==> config.mk <==
export PLATFORM = sky130hd
export DESIGN_NAME = fwd_filter_ctrl
export DESIGN_NICKNAME = d
export VERILOG_FILES = /design/src/fwd_filter_pkg.sv /design/src/frame_classifier.sv /design/src/fwd_filter_ctrl.sv
export VERILOG_INCLUDE_DIRS = /design/src
export SDC_FILE = /design/constraint.sdc
export NUM_CORES = 1
export LEC_CHECK = 0
export BUFFER_PORTS_ARGS = -buffer_cell sky130_fd_sc_hd__buf_2
export CELL_PAD_IN_SITES_DETAIL_PLACEMENT = 1
export CELL_PAD_IN_SITES_GLOBAL_PLACEMENT = 1
export CORE_ASPECT_RATIO = 0.7
export CORE_MARGIN = 3
export CORE_UTILIZATION = 25
export CTS_CLUSTER_SIZE = 25
export DETAILED_ROUTE_END_ITERATION = 6
export PLACE_DENSITY_LB_ADDON = 0.25
export SYNTH_ARGS = -nofsm -noshare
export SYNTH_HDL_FRONTEND = slang
export SYNTH_SLANG_ARGS = --single-unit
==> constraint.sdc <==
create_clock -name ref_clk -period 2.45 [get_ports ref_clk]
set_input_delay 0 -clock ref_clk [delete_from_list [all_inputs] [get_ports ref_clk]]
set_output_delay 0 -clock ref_clk [all_outputs]
set_load 0.05 [all_outputs]
==> src/fwd_filter_params.svh <==
// offsets, field positions, reset values and figures of the filter control
`ifndef FWD_FILTER_PARAMS_SVH
`define FWD_FILTER_PARAMS_SVH
`define UVID_CTRL_ADDR      12'h328
`define MAC_CTRL0_ADDR      12'h330
`define MAC_CTRL1_ADDR      12'h334
`define UVID_EN_BIT         31
`define MAC0_ALT_BACKOFF    7
`define MAC0_LEN_CHECK      3
`define MAC0_FC_DROP_MODE   1
`define MAC0_AGGR_BACKOFF   0
`define MAC1_NO_XCOL_DROP   3
`define MAC0_RESET          8'h04
`define MAC1_RESET          8'h00
`define UVID_RESET          32'h0000_0000
`define LEN_TYPE_LIMIT      16'h05DC
`define PAUSE_ETHERTYPE     16'h8808
`define PAUSE_DA            48'h0180_C200_0001
`define XCOL_LIMIT          5'h10
`endif

==> src/fwd_filter_pkg.sv <==
// types shared by the filter control files
`default_nettype none
package fwd_filter_pkg;
  typedef logic [6:0] port_mask_t;
  typedef enum logic [1:0] {
    BUS_IDLE  = 2'b00,
    BUS_WRITE = 2'b01,
    BUS_READ  = 2'b11
  } bus_state_t;
endpackage
`default_nettype wire

==> src/frame_classifier.sv <==
// per-frame forwarding and drop decisions from the configuration
`timescale 1ns/1ps
`default_nettype none
`include "fwd_filter_params.svh"
module frame_classifier (
  input  wire logic                      uvid_en,
  input  wire fwd_filter_pkg::port_mask_t uvid_mask,
  input  wire logic                      len_check_en,
  input  wire logic                      fc_drop_any,
  input  wire logic                      vid_miss,
  input  wire logic                      da_unknown_uc,
  input  wire logic                      da_unknown_mc,
  input  wire fwd_filter_pkg::port_mask_t uc_fwd_mask,
  input  wire fwd_filter_pkg::port_mask_t mc_fwd_mask,
  input  wire logic [15:0]               len_type,
  input  wire logic [15:0]               meas_len,
  input  wire logic [47:0]               dest_addr,
  output logic                           special_fwd,
  output fwd_filter_pkg::port_mask_t     fwd_mask,
  output logic                           drop
);
  logic type_hit;
  logic da_hit;
  logic len_bad;
  logic fc_drop;

  always_comb begin
    special_fwd = 1'b0;
    fwd_mask    = '0;
    if (vid_miss) begin
      special_fwd = uvid_en;
      fwd_mask    = uvid_en ? uvid_mask : '0;
    end else if (da_unknown_uc) begin
      special_fwd = 1'b1;
      fwd_mask    = uc_fwd_mask;
    end else if (da_unknown_mc) begin
      special_fwd = 1'b1;
      fwd_mask    = mc_fwd_mask;
    end
  end

  assign type_hit = (len_type == `PAUSE_ETHERTYPE);
  assign da_hit   = (dest_addr == `PAUSE_DA);
  assign fc_drop  = fc_drop_any ? (type_hit | da_hit)
                                : (type_hit & da_hit);
  assign len_bad  = len_check_en && (len_type < `LEN_TYPE_LIMIT)
                    && (meas_len != len_type);
  assign drop     = fc_drop | len_bad;
endmodule // frame_classifier
`default_nettype wire

==> src/fwd_filter_ctrl.sv <==
// unknown-vid forwarding and mac policy register bank over ahb-lite
`timescale 1ns/1ps
`default_nettype none
`include "fwd_filter_params.svh"
module fwd_filter_ctrl (
  input  wire logic                      ref_clk,
  input  wire logic                      rst,
  input  wire logic                      hsel,
  input  wire logic [11:0]               haddr,
  input  wire logic [1:0]                htrans,
  input  wire logic                      hwrite,
  input  wire logic [2:0]                hsize,
  input  wire logic [31:0]               hwdata,
  input  wire logic                      hready,
  output logic [31:0]                    hrdata,
  output logic                           hreadyout,
  output logic                           hresp,
  input  wire logic                      vid_miss,
  input  wire logic                      da_unknown_uc,
  input  wire logic                      da_unknown_mc,
  input  wire fwd_filter_pkg::port_mask_t uc_fwd_mask,
  input  wire fwd_filter_pkg::port_mask_t mc_fwd_mask,
  input  wire logic [15:0]               len_type,
  input  wire logic [15:0]               meas_len,
  input  wire logic [47:0]               dest_addr,
  output logic                           special_fwd,
  output fwd_filter_pkg::port_mask_t     fwd_mask,
  output logic                           frame_drop,
  input  wire fwd_filter_pkg::port_mask_t port_half_duplex,
  input  wire fwd_filter_pkg::port_mask_t collision,
  input  wire fwd_filter_pkg::port_mask_t tx_done,
  output fwd_filter_pkg::port_mask_t     alt_backoff_en,
  output fwd_filter_pkg::port_mask_t     aggr_backoff_en,
  output fwd_filter_pkg::port_mask_t     xcol_drop
);
  typedef struct packed {
    fwd_filter_pkg::bus_state_t bus;
    logic [11:0]                addr;
    logic [31:0]                rdata;
    logic                       uvid_en;
    fwd_filter_pkg::port_mask_t uvid_mask;
    logic [7:0]                 mac0;
    logic [7:0]                 mac1;
    logic [34:0]                col_cnt;
    fwd_filter_pkg::port_mask_t xcol;
  } state_t;

  state_t s_q;
  state_t s_d;
  logic   sel_ok;
  logic   [4:0] cnt_n;
  logic   [4:0] cnt_nxt;

  function automatic logic [31:0] read_word(input logic [11:0] a,
                                            input state_t s);
    read_word = 32'h0000_0000;
    if (a == `UVID_CTRL_ADDR)
      read_word = {s.uvid_en, 24'h00_0000, s.uvid_mask};
    else if (a == `MAC_CTRL0_ADDR)
      read_word = {24'h00_0000, s.mac0};
    else if (a == `MAC_CTRL1_ADDR)
      read_word = {24'h00_0000, s.mac1};
  endfunction

  assign sel_ok = hsel && hready && htrans[1];

  always_comb begin
    s_d = s_q;
    s_d.bus = fwd_filter_pkg::BUS_IDLE;
    if (s_q.bus == fwd_filter_pkg::BUS_WRITE) begin
      if (s_q.addr == `UVID_CTRL_ADDR) begin
        s_d.uvid_en   = hwdata[`UVID_EN_BIT];
        s_d.uvid_mask = hwdata[6:0];
      end else if (s_q.addr == `MAC_CTRL0_ADDR) begin
        s_d.mac0 = hwdata[7:0];
      end else if (s_q.addr == `MAC_CTRL1_ADDR) begin
        s_d.mac1 = hwdata[7:0];
      end
    end
    if (sel_ok) begin
      s_d.addr  = {haddr[11:2], 2'b00};
      s_d.bus   = hwrite ? fwd_filter_pkg::BUS_WRITE
                         : fwd_filter_pkg::BUS_READ;
      s_d.rdata = read_word({haddr[11:2], 2'b00}, s_q);
    end
    // per-port collision counters for excessive collision handling
    for (int p = 0; p < 7; p++) begin
      cnt_n   = s_q.col_cnt[p*5 +: 5];
      cnt_nxt = cnt_n;
      s_d.xcol[p] = 1'b0;
      if (tx_done[p]) begin
        cnt_nxt = 5'h00;
      end else if (collision[p] && port_half_duplex[p]) begin
        if (cnt_n + 5'h01 >= `XCOL_LIMIT) begin
          s_d.xcol[p] = !s_q.mac1[`MAC1_NO_XCOL_DROP];
          cnt_nxt = s_q.mac1[`MAC1_NO_XCOL_DROP]
                    ? `XCOL_LIMIT : 5'h00;
        end else begin
          cnt_nxt = cnt_n + 5'h01;
        end
      end
      s_d.col_cnt[p*5 +: 5] = cnt_nxt;
    end
  end

  always_ff @(posedge ref_clk) begin
    if (rst) begin
      s_q.bus       <= fwd_filter_pkg::BUS_IDLE;
      s_q.addr      <= 12'h000;
      s_q.rdata     <= 32'h0000_0000;
      s_q.uvid_en   <= 1'(`UVID_RESET >> `UVID_EN_BIT);
      s_q.uvid_mask <= 7'(`UVID_RESET);
      s_q.mac0      <= `MAC0_RESET;
      s_q.mac1      <= `MAC1_RESET;
      s_q.col_cnt   <= 35'h0_0000_0000;
      s_q.xcol      <= 7'h00;
    end else begin
      s_q <= s_d;
    end
  end

  assign hreadyout = 1'b1;
  assign hresp     = 1'b0;
  assign hrdata    = s_q.rdata;
  assign xcol_drop = s_q.xcol;

  assign alt_backoff_en  = {7{s_q.mac0[`MAC0_ALT_BACKOFF]}}
                           & port_half_duplex;
  assign aggr_backoff_en = {7{s_q.mac0[`MAC0_AGGR_BACKOFF]}}
                           & port_half_duplex;

  frame_classifier u_cls (
    .uvid_en       (s_q.uvid_en),
    .uvid_mask     (s_q.uvid_mask),
    .len_check_en  (s_q.mac0[`MAC0_LEN_CHECK]),
    .fc_drop_any   (s_q.mac0[`MAC0_FC_DROP_MODE]),
    .vid_miss      (vid_miss),
    .da_unknown_uc (da_unknown_uc),
    .da_unknown_mc (da_unknown_mc),
    .uc_fwd_mask   (uc_fwd_mask),
    .mc_fwd_mask   (mc_fwd_mask),
    .len_type      (len_type),
    .meas_len      (meas_len),
    .dest_addr     (dest_addr),
    .special_fwd   (special_fwd),
    .fwd_mask      (fwd_mask),
    .drop          (frame_drop)
  );
endmodule // fwd_filter_ctrl
`default_nettype wire

* After elaboration in Yosys (flattened, before gate mapping)
Index checks and enable logic that the tools add are counted.
** Cells by class
- $add $sub $neg :: 7
- Muxes and demuxes :: 20
- Magnitude comparators :: 8
- Bitwise logic cells :: 22
- Equal/unequal tests :: 10
- Reductions and logical operators :: 30
** Operators with widths (count)
- $eq A10 B8 Y1 const B :: 6
- $eq A48 B41 Y1 const B :: 1
- $mux W5 :: 8
- $add A5 B1 Y5 const B :: 7
- $ge A5 B5 Y1 const B :: 7
- $mux W32 :: 1
- $mux W7 :: 4
- $reduce_or A4 Y1 :: 7
- $not A1 Y1 :: 17
- $eq A16 B16 Y1 const B :: 1
- $lt A16 B11 Y1 const B :: 1
- $mux W8 :: 2
- $ne A16 B16 Y1 :: 1
- $reduce_or A2 Y1 :: 8
- $and A7 B7 Y7 :: 2
- $logic_and A1 B1 Y1 :: 11
- $mux W1 :: 4
- $reduce_and A4 Y1 :: 1
- $reduce_and A3 Y1 :: 1
- $eq A2 B1 Y1 const B :: 1
- $mux W2 :: 1
- $or A1 B1 Y1 :: 2
- $reduce_and A2 Y1 :: 1
- $and A1 B1 Y1 :: 1
- $logic_not A1 Y1 :: 1
** Storage, ports and cells
- Word-level logic and storage cells :: 118
- Output and inout bits :: 64
- Flip-flop bits (word level) :: 110
- Bits of input ports :: 172

* Longest topological paths before layout
- Depth after elaboration :: 4
- Gate-level depth with buffers :: 7
- Depth with buffers taken out :: 6

* Modules after synthesis
Synthesis repeated with hierarchy kept, for this count alone.
** Second synthesis, totals
- Cell total of the unflattened synthesis :: 543
- Area, all modules :: 4614.4 um^2
** By module, submodules not included
- fwd_filter_ctrl :: times used 1, cells an instance 459, area an instance 4043.9 um^2, sequential area each 1741.7 um^2
- frame_classifier :: times used 1, cells an instance 84, area an instance 570.5 um^2, sequential area each 0.0 um^2

* Worst setup path after synthesis
No wires, ideal clock.
- Kind :: in2out
- From :: in dest_addr[24]
- To :: out frame_drop
- Buffers on the path :: 0
- Data arrival time :: 1817 ps
- Data required time :: 2450 ps
- Cell stages on the path :: 5
- Slack :: 633 ps
- Cells stage by stage :: nor4b_1 > nand4_1 > nor3_1 > a21oi_1 > o21ai_0
** Between the ends
- Word-level cells in the longest chain between the ends :: 4
- Elaborated cells on any way between the ends :: 5
- Classes of those cells :: eq/ne (1); mux (1); bitwise (3)
** RTL lines
- start, declared :: line fwd_filter_ctrl.sv:25 : input wire logic [47:0] dest_addr,
- $eq A48 B41 Y1 (no source line) *
- $and A1 B1 Y1 / $or A1 B1 Y1 (equally long branches) :: line frame_classifier.sv:45, frame_classifier.sv:44
- $mux W1 * :: line frame_classifier.sv:44 : assign fc_drop = fc_drop_any ? (type_hit | da_hit)
- $or A1 B1 Y1 * :: line frame_classifier.sv:48 : assign drop = fc_drop | len_bad;
- end, declared :: line fwd_filter_ctrl.sv:28 : output logic frame_drop,
Mark *: on every way between the ends. The rest lies on a longest branch, timed or not.

* Worst setup path in the final report
- From :: reg s_q[108] in the netlist's numbering
- To :: reg s_q[53] in the netlist's numbering
** Between the ends
- Word-level cells in the longest chain between the ends :: 3
- Elaborated cells on any way between the ends :: 4
- Classes of those cells :: eq/ne (2); bitwise (1); reduce/logical (1)
** RTL lines
- start, declared :: line fwd_filter_ctrl.sv:48 : state_t s_q;
- $eq A10 B8 Y1 (no source line)
- $not A1 Y1 (no source line)
- $reduce_and A3 Y1 (no source line) *
Marks and branches as above.
A chain may end at the register's enable or synchronous reset.

==> results.txt <==
Each instance of the synthesized netlist takes up on average 8.27 sq um. The fraction of the mapped netlist area in compound gates works out to 11.3%. The initial antenna violation count came out at 0.

In this run, synthesis produced a sequential element count of 87. Walking the worst path, the cells encountered are or4b_4 -> nor4_2 -> nand2_1 -> mux2i_1 -> nor2_1. TritonCTS created 9 clock buffers. The worst setup path is launched from a flip-flop. At the later pin of the worst-skew pair, clock insertion delay measures 0.34 ns.

The antenna diode instance count was 0. TritonCTS built the clock tree. The largest family of logic cells by synthesized area is simple AND/OR/NAND/NOR gates. The design draws 3370 uW. VDD sags by at most 0.272 mV.

The number of I/O port buffers was 181; the power density over the cells was 542 nW/um^2. The count of nets left with antenna violations once routing finished came out at 0. The floorplan step set the die width to 167 microns.

The number of synthesized flops with an enable pin is 0, and the die extent in y is 119 microns. The global-route wire length before repair came out at 23800 microns. Counting distinct cell types in the post-synthesis netlist gives 41. The setup path with the least slack is of type reg -> reg.

For the peak clock frequency supported by timing, the log shows 473 MHz. The most used flip-flop cell after synthesis is dfxtp_1. At the pin with the least slew margin, the transition time is 0.654 ns. In the synthesized netlist the async set-or-reset flop fraction comes to 0%. In this run the standard cell core region covers 17500 sq um. For the clock tree skew after final layout, the log shows 0.00782 ns. The slowest stage of the critical path is the or4b_4 cell.

The final net count was 929. Setup repair after global routing left no endpoint under its margin. For this run, the slowest stage of the critical path takes 0.57 ns.

Of the total synthesized cell area, the portion taken by full adders, half adders and majority gates is 1.92%. Of the cells placed in the final design, the portion with a size suffix greater than 1 is 28.3%. For the normalized max-slew margin, the log shows 56.2%.

The area fraction of the dominant cell type after synthesis works out to 38.3%. Total via count after detailed routing: 4554. The clock net in this run drives a total of 87 sinks. The number of top-level pins came out at 236. For the post-detailed-placement cell area, the log shows 5490 sq um. During synthesis, Yosys emitted a total of 0 warnings.

The final period utilization works out to 86.3%. The flow ran to the end, and the final reports show no timing, DRC or antenna violations. The peak fanout along the critical path is 8, and the xor/xnor cell area share of the yosys netlist is 7.31%.

Sequential cells were found to cover 38.3% of the synthesized design area. Summed over all layers, the global routing overflow is 0. In the layout the commonest cells are 181 x buf_2, 87 x dfxtp_1, 62 x nand2_1. At the worst endpoint, the required time is 2.66 ns.

The H-tree was split into 3 levels. The CTS root buffer is clkbuf_16. The worst setup path is captured at a flip-flop. Once the floorplan was initialized, standard cells occupied 26.0% of the core. From synthesis to final layout, the design area changed by 36.7%. Routability-driven placement finished with a final weighted congestion of 0.749. For the accumulated negative setup slack, the log shows 0 ns.

The floorplan has 40 rows. After the first detailed-routing iteration, the DRC count stood at 197. Final period demand of the worst path: 2.11 ns. The tools report the count of final max-slew check failures as 0. The kind of cell with the highest combined delay along the critical path is simple AND/OR/NAND/NOR gates. Ranked by total cell area, the synthesized netlist is headed by dfxtp_1 38%, buf_4 6.8%, xor2_1 5.8%. The total track usage was 14.4%; the buffering stage count on the worst path with inverters included was 0. The run gives 0 as the final number of hold-violating endpoints. The number of global-route vias before repair was 4819. Setup slack on the critical path of the routed design comes to 0.337 ns. The synthesized netlist devotes 27.1% of its cell area to simple gates. Cell taking the most area after synthesis: dfxtp_1. After synthesis, the share of cell area in mux cells is 5.31%.

The HPWL reported at the end of detailed placement is 11800 microns, and the cell area after synthesis is 4550 sq um. Prior to clock tree synthesis, the placed netlist has a worst setup slack of 0.341 ns. Most common cell after layout, fill and taps aside: buf_2.

Entering global routing, the biggest net connects 47 pins. The tightest min-delay check is of the in -> reg type. The final setup violation count is 0, and the clock tree buffer depth is 2. The run gives 0 as the remaining design rule violation count.

The tools report the static power due to leakage as 0.00269 uW. Clock-pin slew was measured on the worst setup and hold paths at 0.07 ns. The pre-antenna-repair detailed-routing pass consisted of 4 iterations. Post-detailed-route via-to-cell ratio: 4.62. The smallest hold slack is 0.0303 ns.

Dividing the detail-routed wire length by the instance count gives 15.0 microns. Max-cap violations in this run came to 0. The floorplan step defined a die boundary enclosing 19900 sq um. Data arrives at the worst endpoint at 2.32 ns.

Summed over all layers, the routed wires come to 14700 microns. Synthesis produced 550 cells. After routing the design area is 6220 sq um.
[cells by family after synthesis]
family          count (synthesis)
compound gates                 83
xor+xnor                       38
fa+ha+maj                       7
buf+inv                        63
flops                          87
mux                            24
other cells                     2
simple gates                  246
[sequential cells by signal, indices dropped and copies added, names as in the netlist]
register   cells
s_q           66
hrdata         9
xcol_drop      7
cnt_n          5
[timing repair]
item / in CTS / in global routing
endpoints found under the setup margin: 0 / 0
buffers inserted: 0 / 0
hold endpoints to repair: 57 / 0
gates resized for setup: 0 / 0
hold buffers: 41 / 0
[per-stage QoR]
stage / util (%) / std cells
finish: 35.5 / 986
global route: 35.5 / 986
CTS: 35.5 / 986
detailed placement: 31.3 / 929
global placement: 31.3 / 929
floorplan: - / 573
[power by group]
part	switching [uW]	leakage [uW]	total, uW	internal (uW)
registers	8.26	0.000702	1430	1420
clock network	577	0.000148	1470	895
logic	289	0.00184	468	179
total	875	0.00269	3370	2500
[worst register-to-register path: stages (launching register included)]
cell	delay (ns)
dfxtp_1	0.32
or4b_4	0.57
nor4_2	0.34
nand2_1	0.42
mux2i_1	0.28
nor2_1	0.05
[final timing paths]
check                           startpoint        to  slack (ns)  cells past startpoint
worst max-delay path              s_q[108]   s_q[53]        0.34                      5
worst min-delay path              haddr[2]  s_q[100]        0.03                      3
worst max register to register    s_q[108]   s_q[53]        0.34                      5
worst min register to register    s_q[103]  s_q[103]        0.45                      2
[synthesized netlist by cell type, drive strengths merged (4+ instances only)]
master,instances
dfxtp,87
nand2,62
nor2,60
a21oi,48
buf,42
nand3,31
xor2,30
mux2i,23
clkbuf,20
nor3,17
nor4,16
and2,15
or3,11
o211ai,8
xnor2,8
a22oi,7
ha,7
nand4,7
nor4b,7
o2bb2ai,7
a221oi,6
nor3b,5
or2,5
nor2b,4
[metal layers]
metal	share of wire (%)	GRT usage, %	up-vias
met3	3.0	2.55	9
met5	0	0	-
met4	0.86	3.17	0
met1	48	19.2	2205
met2	48	24.4	75
li1	-	-	2265
[cell type report]
type | count | area (sq um)
fill | 2136 | 11300
inverter | 1 | 3.75
timing repair buffer | 228 | 1360
sequential | 87 | 1740
tap | 231 | 289
multi-input combinational | 423 | 2500
clock buffer | 9 | 225
clock inverter | 7 | 96.3
Note: power is estimated with default switching activity, not from simulation.
